## config.mk

```make
export PLATFORM = sky130hd
export DESIGN_NAME = ivf_input_voltage_fault_response
export DESIGN_NICKNAME = d
export VERILOG_FILES = /design/src/rtl/ivf_input_voltage_fault_response.v
export VERILOG_INCLUDE_DIRS = /design/src /design/src/rtl
export SDC_FILE = /design/constraint.sdc
export NUM_CORES = 1
export LEC_CHECK = 0
export BUFFER_PORTS_ARGS = -buffer_cell sky130_fd_sc_hd__buf_2
export CAP_MARGIN = 20
export CORE_MARGIN = 5
export CORE_UTILIZATION = 45
export CTS_CLUSTER_SIZE = 20
export DETAILED_ROUTE_END_ITERATION = 10
export SLEW_MARGIN = 20
export SYNTH_ARGS = -nofsm -noshare
export SYNTH_HDL_FRONTEND = slang
export SYNTH_SLANG_ARGS = --single-unit
```

## constraint.sdc

```tcl
create_clock -name clock -period 6.85 [get_ports clock]
set_input_delay 2.055 -clock clock [delete_from_list [all_inputs] [get_ports clock]]
set_output_delay 2.055 -clock clock [all_outputs]
set_load 0.005 [all_outputs]
```

## src/rtl/ivf_regs.vh

```
// command codes, field positions, reset values and states for the input voltage fault block
`ifndef IVF_REGS_VH
`define IVF_REGS_VH

// command codes
`define IVF_CMD_OV_FAULT_THR 8'h55
`define IVF_CMD_OV_FAULT_ACT 8'h56
`define IVF_CMD_OV_WARN_THR 8'h57
`define IVF_CMD_UV_WARN_THR 8'h58

// action byte fields
`define IVF_RESP_HI 7
`define IVF_RESP_LO 6
`define IVF_RETRY_HI 5
`define IVF_RETRY_LO 3
`define IVF_TIME_HI 2
`define IVF_TIME_LO 0

// response codes
`define IVF_RESP_IGNORE 2'h0
`define IVF_RESP_DELAY 2'h1
`define IVF_RESP_RETRY 2'h2
`define IVF_RESP_LATCH 2'h3

// retry codes
`define IVF_RETRY_NONE 3'h0
`define IVF_RETRY_FOREVER 3'h7

// linear format layout
`define IVF_EXP_HI 15
`define IVF_EXP_LO 11
`define IVF_MANT_HI 10
`define IVF_EXP_BIAS 16
`define IVF_LIN_W 43

// reset values
`define IVF_RST_OV_FAULT_THR 16'h0000
`define IVF_RST_OV_FAULT_ACT 8'h00
`define IVF_RST_OV_WARN_THR 16'h0000
`define IVF_RST_UV_WARN_THR 16'h0000

// one-hot states
`define IVF_ST_RUN 4'h1
`define IVF_ST_DELAY 4'h2
`define IVF_ST_WAIT 4'h4
`define IVF_ST_LATCH 4'h8

`endif

```

## src/rtl/ivf_input_voltage_fault_response.v

```verilog
// input over-voltage fault response, warning thresholds and command port
`timescale 1ns/1ps
`default_nettype none
`include "ivf_regs.vh"

// What this block does
// - holds a 16-bit over-voltage fault threshold, writable and readable.
// - response 00 keeps running without interruption on a fault.
// - response 01 runs for the delay, then applies retry setting if fault persists.
// - response 10 disables output at once, then applies retry setting.
// - response 11 latches off until status clear, clear-faults, reset or off-on.
// - retry code 000 means no restart; output stays off until cleared.
// - retry codes 1..6 try that many restarts, then latch off.
// - restart attempts are spaced by the retry time in delay units.
// - retry code 111 retries forever until commanded off or another fault.
// - retry time field n decodes to 2 to the n delay units.
// - the same decoded delay serves response 01 and restart spacing.
// - holds a 16-bit over-voltage warning threshold, writable and readable.
// - under-voltage warning threshold also sets the ratio regulation threshold.
module ivf_input_voltage_fault_response (
	// clock and reset
	input wire clock,
	input wire srst,
	// command port
	input wire cmd_wr,
	input wire cmd_rd,
	input wire [7:0] cmd_code,
	input wire [15:0] cmd_wdata,
	output reg [15:0] cmd_rdata_q,
	output reg cmd_rvalid_q,
	output reg cmd_unsupported_q,
	// measurement and timing
	input wire [15:0] vin_meas,
	input wire unit_tick,
	// fault clearing and control
	input wire status_clear,
	input wire clear_faults,
	input wire ctrl_on,
	input wire other_fault,
	input wire vendor_option_command,
	// outputs
	output reg output_enable_q,
	output reg ov_fault_q,
	output reg ov_warn_q,
	output reg uv_warn_q,
	output reg ratio_regulation_mode_q,
	output reg [15:0] ratio_threshold_q
);

	// linear format to a common fixed-point scale so values with different exponents compare
	function signed [`IVF_LIN_W-1:0] lin_value;
		input [15:0] v;
		integer sh;
		begin
			sh = $signed(v[`IVF_EXP_HI:`IVF_EXP_LO]) + `IVF_EXP_BIAS;
			lin_value = $signed({{(`IVF_LIN_W-`IVF_MANT_HI-1){v[`IVF_MANT_HI]}}, v[`IVF_MANT_HI:0]}) <<< sh;
		end
	endfunction

	reg [15:0] ov_fault_thr_q;
	reg [7:0] ov_fault_act_q;
	reg [15:0] ov_warn_thr_q;
	reg [15:0] uv_warn_thr_q;
	reg [3:0] state_q;
	reg [3:0] state_d;
	reg [7:0] timer_q;
	reg [7:0] timer_d;
	reg [2:0] tries_q;
	reg [2:0] tries_d;
	reg ctrl_on_q;
	reg latch_set;

	wire [1:0] resp = ov_fault_act_q[`IVF_RESP_HI:`IVF_RESP_LO];
	wire [2:0] retries = ov_fault_act_q[`IVF_RETRY_HI:`IVF_RETRY_LO];
	wire [2:0] rtime = ov_fault_act_q[`IVF_TIME_HI:`IVF_TIME_LO];
	wire [7:0] delay_units = 8'h01 << rtime;
	wire signed [`IVF_LIN_W-1:0] vin_lin = lin_value(vin_meas);
	wire ov_cond = vin_lin > lin_value(ov_fault_thr_q);
	wire ov_warn_cond = vin_lin > lin_value(ov_warn_thr_q);
	wire uv_warn_cond = vin_lin < lin_value(uv_warn_thr_q);
	wire timer_done = (timer_q == 8'h00);
	wire ctrl_off_edge = ctrl_on_q & ~ctrl_on;
	wire fault_clear = status_clear | clear_faults | ctrl_off_edge;

	// command writes; the action register is one byte, upper data bits dropped
	always @(posedge clock) begin
		if (srst) begin
			ov_fault_thr_q <= `IVF_RST_OV_FAULT_THR;
			ov_fault_act_q <= `IVF_RST_OV_FAULT_ACT;
			ov_warn_thr_q <= `IVF_RST_OV_WARN_THR;
			uv_warn_thr_q <= `IVF_RST_UV_WARN_THR;
		end else if (cmd_wr) begin
			case (cmd_code)
				`IVF_CMD_OV_FAULT_THR: ov_fault_thr_q <= cmd_wdata;
				`IVF_CMD_OV_FAULT_ACT: ov_fault_act_q <= cmd_wdata[7:0];
				`IVF_CMD_OV_WARN_THR: ov_warn_thr_q <= cmd_wdata;
				`IVF_CMD_UV_WARN_THR: uv_warn_thr_q <= cmd_wdata;
				default: ov_fault_thr_q <= ov_fault_thr_q;
			endcase
		end
	end

	// command reads answer one cycle later; unknown codes flag unsupported
	always @(posedge clock) begin
		if (srst) begin
			cmd_rdata_q <= 16'h0000;
			cmd_rvalid_q <= 1'b0;
			cmd_unsupported_q <= 1'b0;
		end else begin
			cmd_rvalid_q <= cmd_rd;
			cmd_unsupported_q <= 1'b0;
			if (cmd_rd) begin
				case (cmd_code)
					`IVF_CMD_OV_FAULT_THR: cmd_rdata_q <= ov_fault_thr_q;
					`IVF_CMD_OV_FAULT_ACT: cmd_rdata_q <= {8'h00, ov_fault_act_q};
					`IVF_CMD_OV_WARN_THR: cmd_rdata_q <= ov_warn_thr_q;
					`IVF_CMD_UV_WARN_THR: cmd_rdata_q <= uv_warn_thr_q;
					default: begin
						cmd_rdata_q <= 16'h0000;
						cmd_unsupported_q <= 1'b1;
					end
				endcase
			end
		end
	end

	// response sequencer
	always @* begin
		state_d = state_q;
		timer_d = (unit_tick && !timer_done) ? timer_q - 8'h01 : timer_q;
		tries_d = tries_q;
		latch_set = 1'b0;
		case (state_q)
			`IVF_ST_RUN: begin
				if (ctrl_on && ov_cond) begin
					case (resp)
						`IVF_RESP_IGNORE: state_d = `IVF_ST_RUN;
						`IVF_RESP_DELAY: begin
							state_d = `IVF_ST_DELAY;
							timer_d = delay_units;
						end
						`IVF_RESP_RETRY: latch_set = 1'b1;
						default: state_d = `IVF_ST_LATCH;
					endcase
				end
			end
			`IVF_ST_DELAY: begin
				// still running; decide only when the delay has run out
				if (timer_done) begin
					if (ov_cond)
						latch_set = 1'b1;
					else
						state_d = `IVF_ST_RUN;
				end
			end
			`IVF_ST_WAIT: begin
				if (other_fault) begin
					state_d = `IVF_ST_LATCH;
				end else if (timer_done) begin
					if (!ov_cond) begin
						state_d = `IVF_ST_RUN;
					end else if (retries == `IVF_RETRY_FOREVER) begin
						timer_d = delay_units;
					end else if (tries_q == 3'h1) begin
						state_d = `IVF_ST_LATCH;
					end else begin
						tries_d = tries_q - 3'h1;
						timer_d = delay_units;
					end
				end
			end
			`IVF_ST_LATCH: begin
				if (fault_clear)
					state_d = `IVF_ST_RUN;
			end
			default: state_d = `IVF_ST_RUN;
		endcase
		// output disabled: go by the retry setting
		if (latch_set) begin
			if (retries == `IVF_RETRY_NONE) begin
				state_d = `IVF_ST_LATCH;
			end else begin
				state_d = `IVF_ST_WAIT;
				tries_d = retries;
				timer_d = delay_units;
			end
		end
		// commanded off stops every retry and clears a latch
		if (!ctrl_on)
			state_d = `IVF_ST_RUN;
	end

	// state, timer and output registers
	always @(posedge clock) begin
		if (srst) begin
			state_q <= `IVF_ST_RUN;
			timer_q <= 8'h00;
			tries_q <= 3'h0;
			ctrl_on_q <= 1'b0;
			output_enable_q <= 1'b0;
			ov_fault_q <= 1'b0;
			ov_warn_q <= 1'b0;
			uv_warn_q <= 1'b0;
			ratio_regulation_mode_q <= 1'b0;
			ratio_threshold_q <= `IVF_RST_UV_WARN_THR;
		end else begin
			state_q <= state_d;
			timer_q <= timer_d;
			tries_q <= tries_d;
			ctrl_on_q <= ctrl_on;
			// output runs only in run or delay states
			output_enable_q <= ctrl_on && (state_d == `IVF_ST_RUN || state_d == `IVF_ST_DELAY);
			// a new detection beats a clear in the same cycle
			if (ov_cond)
				ov_fault_q <= 1'b1;
			else if (fault_clear)
				ov_fault_q <= 1'b0;
			ov_warn_q <= ov_warn_cond;
			uv_warn_q <= uv_warn_cond;
			ratio_regulation_mode_q <= vendor_option_command;
			ratio_threshold_q <= uv_warn_thr_q;
		end
	end

endmodule // ivf_input_voltage_fault_response
`default_nettype wire

```

Word level (Yosys, flattened, before mapping):

Index checks and enable logic that the tools add are counted.

* reductions and logical operators: 15
* $add $sub $neg: 6
* $lt $le $gt $ge: 3
* equal/unequal tests: 14
* bitwise logic cells: 5
* shift-type cells: 5
* muxes and demuxes: 42

Operators with widths (count)
* 11-bit by 32-bit <<< shifter with 43-bit output: 4
* 43-bit > comparator: 2
* 8-bit 2-to-1 mux: 10
* 16-bit one-hot mux with 4 select lines: 1
* 4-bit 2-to-1 mux: 12
* 43-bit < comparator: 1
* 8-bit by 7-bit == test with 1-bit output (second input constant): 4
* 5-bit by 6-bit adder with 7-bit output (second input constant): 4
* 3-bit 2-to-1 mux: 8
* 4-bit one-hot mux with 4 select lines: 1
* 8-bit one-hot mux with 2 select lines: 1
* 4-bit one-hot mux with 3 select lines: 1
* 4-bit by 1-bit == test with 1-bit output (second input constant): 2
* 4-bit by 2-bit == test with 1-bit output (second input constant): 2
* 8-bit logical NOT: 1
* 2-bit AND reduction: 4
* 1-bit by 3-bit left shift with 8-bit output (first input constant): 1
* 8-bit by 1-bit subtractor with 8-bit output (second input constant): 1
* 1-bit 2-to-1 mux: 7
* 4-bit by 3-bit == test with 1-bit output (second input constant): 1
* 4-bit == test (second input constant): 1
* 4-bit OR reduction: 1
* 3-bit by 1-bit == test with 1-bit output (second input constant): 1
* 3-bit == test (second input constant): 1
* 14 further kinds: 18

* input bits: 50
* register bits after elaboration: 111
* word-level logic and storage cells: 107

Longest topological paths before layout:

Gate-level depths: netlist of the first run.

* depth in word-level cells: 12
* depth in mapped cells: 21
* gate-level depth less buffers: 17

Least setup slack after synthesis of the first run:

No wires, ideal clock.

* path type: input -> register
* start: input vin_meas[11]
* end: register tries_q[2]
* library setup time: 0.117 ns
* stages on the path: 17
* arrival time: 5.827 ns
* required time: 6.733 ns
* slack: 0.906 ns
* cells stage by stage: clkbuf_1 buf_1 mux2i_1 a21oi_1 mux2i_1 mux2_2 o21ai_0 ha_1 a21oi_1 o21ai_0 a22o_1 or4_1 and3_1 clkbuf_1 nor3_1 mux2_1 a22o_1

* word-level cells in the longest chain between the ends: 9
* elaborated cells between the ends (all ways): 14
* classes of those cells: add/sub (1); order compare (1); shift (1); mux (10); reduce/logical (1)

Ends and longest elaborated chain
* start: declaration: RTL line ivf_input_voltage_fault_response.v:33 `input wire [15:0] vin_meas,`
* 5-bit by 6-bit adder with 7-bit output (no source line) (*)
* 11-bit by 32-bit <<< shifter with 43-bit output (*): RTL line ivf_input_voltage_fault_response.v:56 `` lin_value = $signed({{(`IVF_LIN_W-`IVF_MANT_HI-1){v[`IVF_MANT_HI]}}, v[`IVF_MANT_HI:0]}) <<< sh; ``
* 43-bit > comparator (*): RTL line ivf_input_voltage_fault_response.v:78 `wire ov_cond = vin_lin > lin_value(ov_fault_thr_q);`
* 3-bit 2-to-1 mux: RTL line ivf_input_voltage_fault_response.v:160 `if (!ov_cond) begin`
* 3-bit 2-to-1 mux: RTL line ivf_input_voltage_fault_response.v:159 `end else if (timer_done) begin`
* 3-bit 2-to-1 mux: RTL line ivf_input_voltage_fault_response.v:157 `if (other_fault) begin`
* 3-bit 2-to-1 mux: RTL line ivf_input_voltage_fault_response.v:133 `case (state_q)`
* 3-bit 2-to-1 mux: RTL line ivf_input_voltage_fault_response.v:180 `` if (retries == `IVF_RETRY_NONE) begin ``
* 3-bit 2-to-1 mux (*): RTL line ivf_input_voltage_fault_response.v:179 `if (latch_set) begin`
* end signal: assignment: RTL line ivf_input_voltage_fault_response.v:209 `tries_q <= tries_d;`
* end: declaration: RTL line ivf_input_voltage_fault_response.v:68 `reg [2:0] tries_q;`

Every way passes the cells marked *; elsewhere a longest branch is shown, timed or not.
A chain may end at the register's enable or synchronous reset.

Final worst setup path of the first run:

* start: input vin_meas[11]
* end: register timer_q[5]

* word-level cells in the longest chain between the ends: 9
* elaborated cells between the ends (all ways): 15
* classes of those cells: add/sub (1); order compare (1); shift (1); mux (11); reduce/logical (1)

Ends and longest elaborated chain
* 5-bit by 6-bit adder with 7-bit output (no source line) (*)
* 11-bit by 32-bit <<< shifter with 43-bit output (*): RTL line ivf_input_voltage_fault_response.v:56
* 43-bit > comparator (*): RTL line ivf_input_voltage_fault_response.v:78
* 8-bit 2-to-1 mux: RTL line ivf_input_voltage_fault_response.v:160
* 8-bit 2-to-1 mux: RTL line ivf_input_voltage_fault_response.v:159
* 8-bit 2-to-1 mux: RTL line ivf_input_voltage_fault_response.v:157
* 8-bit one-hot mux with 2 select lines: RTL line ivf_input_voltage_fault_response.v:133
* 8-bit 2-to-1 mux: RTL line ivf_input_voltage_fault_response.v:180
* 8-bit 2-to-1 mux (*): RTL line ivf_input_voltage_fault_response.v:179
* end signal: assignment: RTL line ivf_input_voltage_fault_response.v:208 `timer_q <= timer_d;`
* end: declaration: RTL line ivf_input_voltage_fault_response.v:66 `reg [7:0] timer_q;`

Marks and branches as above.

==> impl_results.md, run 1 <==
* Status: finished, final reports clean
* Largest net degree at the start of global routing at 83
* Die H at 166 um
* FMAX at 167 MHz
* Hold_buf cts at 0
* First-pass GRT wire length at 56500 um
* Crit path to: timer_q[5]$_SDFF_PP0_
* Core box area at 24200 sq um
* Final net count at 1688
* Final ANT Viol Nets at 0
* # port buffers at 88
* Unique cell type count in the Yosys netlist at 68
* Asr flop ratio synth at 0%
* Initial core utilization at 45.3%
* Gr busiest metal: met2
* Maximum vdd drop at 0.127 mV
* GRT Resource Usage Total at 25.3%
* EDFF count, synth at 0
* Crit path required time at 7.12 ns
* Crit path max-delay family: simple AND/OR/NAND/NOR gates
* Buf/Inv on CP at 2
* Clock Tree Root: clkbuf_16
* Data arrival, critical path at 6.26 ns
* Worst R2R Path Depth at 15
* Period utilization at 87.4%
* Final Hold Viols at 0
* Vias at 11100
* Post-synth top flop: dfxtp_1
* WL/cell at 20.0 um
* Fillers at 2423
* Slew @ Worst Pin at 1.09 ns
* Syn nets at 1681
* Clock buffer depth at 2
* CP max stage delay at 0.57 ns
* Slowest-stage cell, CP: mux4_2
* RSZ-0062 raised after global routing: false
* Leak at 4.64 nW
* Final setup fails at 0
* # diodes at 0
* Post-Synthesis Cells at 1502
* Worst reg2reg path startpoint: ov_fault_thr_q[12]$_SDFFE_PP0P_
* Setup crit start: vin_meas[11]
* Vias in the first global route at 9935
* CP max FO at 16
* Worst-path clk slew at 0.07 ns
* Die Width at 166 um
* CTS HTree Levels at 3
* IO Count at 89
* Mean Syn Cell Area at 7.29 sq um
* Setup TNS at 0 ns
* Clock Latency Late Sink at 0.37 ns
* Mapped cell area at 11000 sq um
* Most frequent cells in the layout: nand2_1, a21oi_1, nor2_1, ha_1, dfxtp_1
* Pwr/cell area at 146 nW/um^2
* Area growth syn-to-layout at 7.51%
* Clock sink count at 111
* Starting DRT DRC Count at 1017
* Most common cell after layout, fill and taps aside: nand2_1
* Sequential share of the synthesized area at 20.3%
* Yosys Warn Count at 0
* #FFs+latches synth at 111
* Post-detail-place hpwl at 28400 um
* Met3 usage at 3.07%
* TritonCTS clock tree: built
* Drt drc at 0
* RD Place Congestion at 0.972
* Vias/cell at 6.06
* FF-to-FF setup slack at 1.88 ns
* Design area at 11800 sq um
* Met2 usage at 38.5%
* First-pass iteration count of the detailed router at 7
* CP Launch Type: input pin
* Worst reg2reg path endpoint: timer_q[5]$_SDFF_PP0_
* Die footprint at 27600 sq um
* Final min period at 5.99 ns
* CP Depth at 17
* Critical path class: input pin to flop
* Detailed Route WL at 36700 um
* Worst Hold Class: flop to flop
* Slew Viols, Final at 0
* Critical-path cell list: buf_2 > mux4_2 > nand2_1 > o21ai_0 > mux2_2 > nand2_1 > o21ai_0 > ha_1 > nand4_1 > nor4_1 > o31a_1 > o211ai_1 > and3_1 > a21oi_1 > buf_4 > nand4b_1 > a21oi_1
* DP Area at 11500 sq um
* CTS buffer count at 9
* Post_cts resized at 0
* Max-cap violation count at 0
* Post-CTS setup buffers at 0
* Total gr overflow at 0
* Met1 Use GR at 37.0%
* Clock Skews at 0.0211 ns
* Initial antenna violation count at 0
* Share of cells above drive strength 1 at 9.84%
* Row Count at 57
* Crit. End Element: flop
* Relative slew slack at 26.4%
[worst min-delay path by stage]
stage	startpoint	cells after the start	slack [ns]	endpoint
after detailed placement	ov_fault_q$_SDFFE_PP0P_	2	0.45	ov_fault_q$_SDFFE_PP0P_
final	ov_fault_q$_SDFFE_PP0P_	2	0.45	ov_fault_q$_SDFFE_PP0P_
after floorplan	ov_fault_q$_SDFFE_PP0P_	2	0.45	ov_fault_q$_SDFFE_PP0P_
after global placement	ov_fault_q$_SDFFE_PP0P_	2	0.46	ov_fault_q$_SDFFE_PP0P_
after CTS	ov_fault_q$_SDFFE_PP0P_	2	0.46	ov_fault_q$_SDFFE_PP0P_
after global routing	ov_fault_q$_SDFFE_PP0P_	2	0.48	ov_fault_q$_SDFFE_PP0P_
[where the power goes]
group	switching [W]	total (W)	internal [W]
clock network	0.000273	0.000531	0.000258
logic	0.000293	0.000490	0.000198
registers	0.0000220	0.000694	0.000672
[cell usage after synthesis, types with 5 or more instances]
cell         n  area share (%)
nand2b_1    19             1.1
clkinv_1     6            0.21
a31oi_1      6            0.34
mux2_2      20             2.1
o31a_1       8            0.64
nand4_1     23             1.3
a22oi_1     28             1.9
nor4_1       7            0.40
o21ai_0     82             3.7
dfxtp_1    111              20
nor3_1      30             1.4
or3_1        5            0.29
a222oi_1     9            0.82
nor2b_1     33             1.9
clkbuf_1    90             3.1
buf_1        8            0.27
o21ai_1      6            0.27
o211ai_1     8            0.55
o22ai_1      9            0.51
nor2_1     129             4.4
o21a_1       9            0.62
and3_1      10            0.57
and2_1      14            0.80
mux2i_1     91             8.3
nand2_1    244             8.4
o2bb2ai_1    5            0.40
a211oi_1    24             1.6
ha_1       129              15
nand3_1     28             1.3
a21oi_1    171             7.8
a21o_1      32             2.2
a21boi_0    15             1.0
inv_1       19            0.65
[area by class of cell]
class                   count  area (sq um)  area share [%]
multi-input cells        1261          8230            69.9
flip-flops and latches    111          2220            18.9
repair buffers             98           518            4.40
well taps                 324           405            3.44
clock buffers               9           225            1.91
inverters                  28           105           0.892
clock inverters             7          75.1           0.637
[sequential cells by signal, indices dropped and copies added (netlist names), 3 cells and up]
signal / count
cmd_rdata_q: 16
ov_fault_thr_q: 16
ov_warn_thr_q: 16
ratio_threshold_q: 16
uv_warn_thr_q: 16
ov_fault_act_q: 8
timer_q: 8
state_q: 4
tries_q: 3
[per-layer routing]
metal	vias to the layer above	routed length (um)
li1	5467	-
met1	5195	16800
met2	414	15800
met3	60	2690
met4	0	1440
met5	-	0
[kinds of logic (layout without fill, tap and decap cells)]
logic type / Yosys count / count (layout) / synth area share, %
AND/OR/NAND/NOR: 564 / 564 / 23.4
flip-flops: 111 / 111 / 20.3
AO/OA/AOI/OAI: 444 / 444 / 25.1
adder cells (fa/ha/maj): 129 / 129 / 14.7
multiplexers: 116 / 116 / 11.2
XOR/XNOR: 8 / 8 / 0.639
buffers and inverters: 130 / 142 / 4.61
[worst min-delay path, stage by stage (launching register included)]
cell and delay [ns]:
dfxtp_1 0.31, nand2_1 0.05, a21oi_1 0.05
[metrics by stage]
stage | total power (W) | setup WS (ns) | util [%] | cells | hold slack [ns]
floorplan | 0.00105 | 0.906 | - | 1502 | 0.453
global placement | 0.00119 | 0.717 | 47.5 | 1822 | 0.456
detailed placement | 0.00119 | 0.569 | 47.5 | 1822 | 0.448
CTS | 0.00172 | 0.934 | 48.7 | 1838 | 0.458
global route | 0.00181 | 0.574 | 48.7 | 1838 | 0.477
finish | 0.00171 | 0.863 | 48.7 | 1838 | 0.455
No activity file was read; power rests on OpenSTA's default activity.
==> run 2, diff against run 1 <==
--- a/config.mk
+++ b/config.mk
@@ -6,6 +6,7 @@
 export SDC_FILE = /design/constraint.sdc
 export NUM_CORES = 1
 export LEC_CHECK = 0
+export ABC_AREA = 1
 export BUFFER_PORTS_ARGS = -buffer_cell sky130_fd_sc_hd__buf_2
 export CAP_MARGIN = 20
 export CORE_MARGIN = 5
==> run 2 against run 1 <==
Effect of this change:
- highest routed layer unchanged
- final area rose by 5.6%
- fmax rose by 2.6%
- first-iteration DRC count rose by 6.6%
- combinational power rose by 31%
- largest cell class unchanged
- largest power group unchanged
- critical endpoint is now output_enable_q$_SDFF_PP0_
- register-to-register slack improved by 0.60 ns
- critical path type unchanged
- clock skew barely moved
- core utilization rose by 0.68 points
==> impl_results.md, run 2 <==
* Post-route insts no fill at 2219 (+21%)
* # diodes at 0 (unchanged)
* Status: finished, final reports clean
* Final ANT Viol Nets at 0 (unchanged)
* Period utilization at 85.2% (-2.2 points)
* Starting DRT DRC Count at 1084 (+6.6%)
* Core box area at 25200 sq um (+4.2%)
* IO Count at 89 (unchanged)
* Data arrival, critical path at 6.14 ns (-0.12 ns)
* Most frequent cells in the layout: nand2_1, o21ai_0, a21oi_1
* Slew @ Worst Pin at 0.945 ns (-0.150 ns)
* Post_cts resized at 0 (unchanged)
* Pwr/cell area at 153 nW/um^2 (+5.1%)
* Clock Skews at 0.0212 ns (+0.000160 ns)
* Share of cells above drive strength 1 at 10.7% (+0.85 points)
* Mapped cell area at 11500 sq um (+5.2%)
* Yosys Warn Count at 0 (unchanged)
* Min Hold Slack at 0.470 ns (+0.0154 ns)
* Post-synth top flop: dfxtp_1
* Worst R2R Path Depth at 24 (+9)
* CP Launch Type: input pin
* Sequential share of the synthesized area at 19.3% (-1.0 points)
* Worst Hold Class: flop to flop
* Final net count at 2063 (+22%)
* Leak at 5.59 nW (+20%)
* Crit path required time at 7.15 ns (+0.03 ns)
* Post-detail-place hpwl at 32200 um (+13%)
* Clock buffer depth at 2 (unchanged)
* #FFs+latches synth at 111 (unchanged)
* Vias/cell at 5.66 (-6.6%)
* Crit path max-delay family: compound AO/OA/AOI/OAI gates
* Synth area leaders: dfxtp_1, ha_1, o21ai_0, nand2_1, a21oi_1
* Buf/Inv on CP at 4 (+2)
* GRT Resource Usage Total at 27.8% (+2.5 points)
* Vias at 12600 (+13%)
* Total gr overflow at 0 (unchanged)
* Commonest cells post-synth: nand2_1, o21ai_0, a21oi_1, inv_1, ha_1
* WL/cell at 18.4 um (-7.7%)
* Row Count at 58 (+1.8%)
* Fillers at 2701 (+11%)
* Drt drc at 0 (unchanged)
* FF-to-FF setup slack at 2.48 ns (+0.60 ns)
* Max-cap violation count at 0 (unchanged)
* Clock Tree Root: clkbuf_16
* Hold_buf cts at 0 (unchanged)
* CTS HTree Levels at 3 (unchanged)
* First-pass GRT wire length at 63800 um (+13%)
* Total Power at 0.00190 W (+11%)
* Unique cell type count in the Yosys netlist at 54 (-21%)
* CP max FO at 12 (-4)
* Syn nets at 2039 (+21%)
* Post-Synthesis Cells at 1860 (+24%)
* Crit. End Element: flop
* TritonCTS clock tree: built
* Clock sink count at 111 (unchanged)
* Post-synth top area share at 19.3% (-1.0 points)
* CP max stage delay at 0.70 ns (+0.13 ns)
* Most common cell after layout, fill and taps aside: nand2_1
* WHS Path Cells at 2 (unchanged)
* Clock Latency Late Sink at 0.38 ns (about the same)
* EDFF count, synth at 0 (unchanged)
* Mean Syn Cell Area at 6.20 sq um (-15%)
* Post-CTS setup buffers at 0 (unchanged)
* Final setup fails at 0 (unchanged)
* Most frequent CP cell: nand2_1
* Die H at 170 um (+2.4%)
* CP Depth at 25 (+8)
* # port buffers at 88 (unchanged)
* Post-synth top area cell: dfxtp_1
* Critical path class: input pin to flop
* Asr flop ratio synth at 0% (unchanged)
* Final min period at 5.83 ns (-0.152 ns)
* Setup TNS at 0 ns (unchanged)
* RSZ-0062 raised after global routing: false
* Die Width at 170 um (+2.4%)
* First-pass iteration count of the detailed router at 6 (-1)
* Most common cell in the netlist: nand2_1
* Die footprint at 28900 sq um (+4.9%)
* Worst-path clk slew at 0.08 ns (about the same)
* Final Hold Viols at 0 (unchanged)
* RD Place Congestion at 0.938 (-3.5%)
* Relative slew slack at 36.9% (+10 points)
* Vias in the first global route at 11500 (+16%)
* Slowest-stage cell, CP: o21ai_0
* Slew Viols, Final at 0 (unchanged)
* CTS buffer count at 9 (unchanged)
* Cells after DPL at 2203 (+21%)
* Area growth syn-to-layout at 7.95%
* Initial core utilization at 45.8% (+0.45 points)
* Detailed Route WL at 40900 um (+11%)
* FMAX at 171 MHz (+2.6%)
* Initial antenna violation count at 0 (unchanged)
* Largest net degree at the start of global routing at 61 (-27%)
* Maximum vdd drop at 0.137 mV (+8.1%)
## run 2: changes by cell type after synthesis, moves of 16 or more
cell / change
o21ai_0: +232
nand2_1: +171
nor2b_1: -33
mux2_2: -20
inv_1: +144
a22oi_1: -28
a211oi_1: -20
clkbuf_1: -16
nand2b_1: -19
mux2i_1: -59
or2_2: +21
a21o_1: -27
nand3_1: +50
## run 2: routing by layer
| metal | vias to the layer above | GRT usage (%) | share of wire (%) |
|---|---|---|---|
| li1 | 6352 | - | - |
| met1 | 5669 | 37.6 | 45 |
| met2 | 447 | 44.7 | 44 |
| met3 | 91 | 4.27 | 6.6 |
| met4 | 0 | 10.8 | 4.1 |
| met5 | - | 0 | 0 |
## run 2: cell families after synthesis
kind of cell             count (synthesis)  synth area share [%]
AO/OA/AOI/OAI                          542                  24.5
XOR/XNOR                                 9                 0.749
adder cells (fa/ha/maj)                129                  14.0
buffers and inverters                  277                  9.42
flip-flops                             111                  19.3
multiplexers                            32                  2.78
AND/OR/NAND/NOR                        760                  29.2
## run 2: layout make-up
cell class / instances / area, sq um / share of cell area, %
Clock buffer: 9 / 225 / 1.81
Clock inverter: 7 / 92.6 / 0.744
Inverter: 185 / 697 / 5.60
Multi-Input combinational cell: 1472 / 8220 / 66.1
Sequential cell: 111 / 2220 / 17.9
Tap cell: 330 / 413 / 3.32
Timing Repair Buffer: 105 / 568 / 4.57
## run 2: worst paths after layout
check	startpoint	to
setup / recovery	vin_meas[11]	output_enable_q$_SDFF_PP0_
hold / removal	cmd_rdata_q[4]$_SDFFE_PP0P_	cmd_rdata_q[4]$_SDFFE_PP0P_
setup reg to reg	ov_fault_thr_q[11]$_SDFFE_PP0P_	output_enable_q$_SDFF_PP0_
hold reg to reg	cmd_rdata_q[4]$_SDFFE_PP0P_	cmd_rdata_q[4]$_SDFFE_PP0P_
## run 2: power by group
| group | total, W | leakage [nW] | switching, W | internal [W] |
|---|---|---|---|---|
| combinational | 0.000644 | 4.54 | 0.000414 | 0.000230 |
| sequential | 0.000681 | 0.898 | 0.0000173 | 0.000664 |
| clock | 0.000579 | 0.150 | 0.000311 | 0.000268 |
| total | 0.00190 | 5.59 | 0.000742 | 0.00116 |
## run 2: through the flow
step / util (%) / area (sq um) / setup slack, ns
final: 49.4 / 12400 / 1.02
after global routing: 49.4 / 12400 / 0.465
after CTS: 49.4 / 12400 / 0.991
after global placement: 48.1 / 12100 / 0.685
after floorplan: - / 11500 / 1.88
after detailed placement: 48.1 / 12100 / 0.601
## run 2: worst min-delay path, stage by stage (launching register included)
cell and delay [ns]:
dfxtp_1 0.32, nand2_1 0.06, a21oi_1 0.05
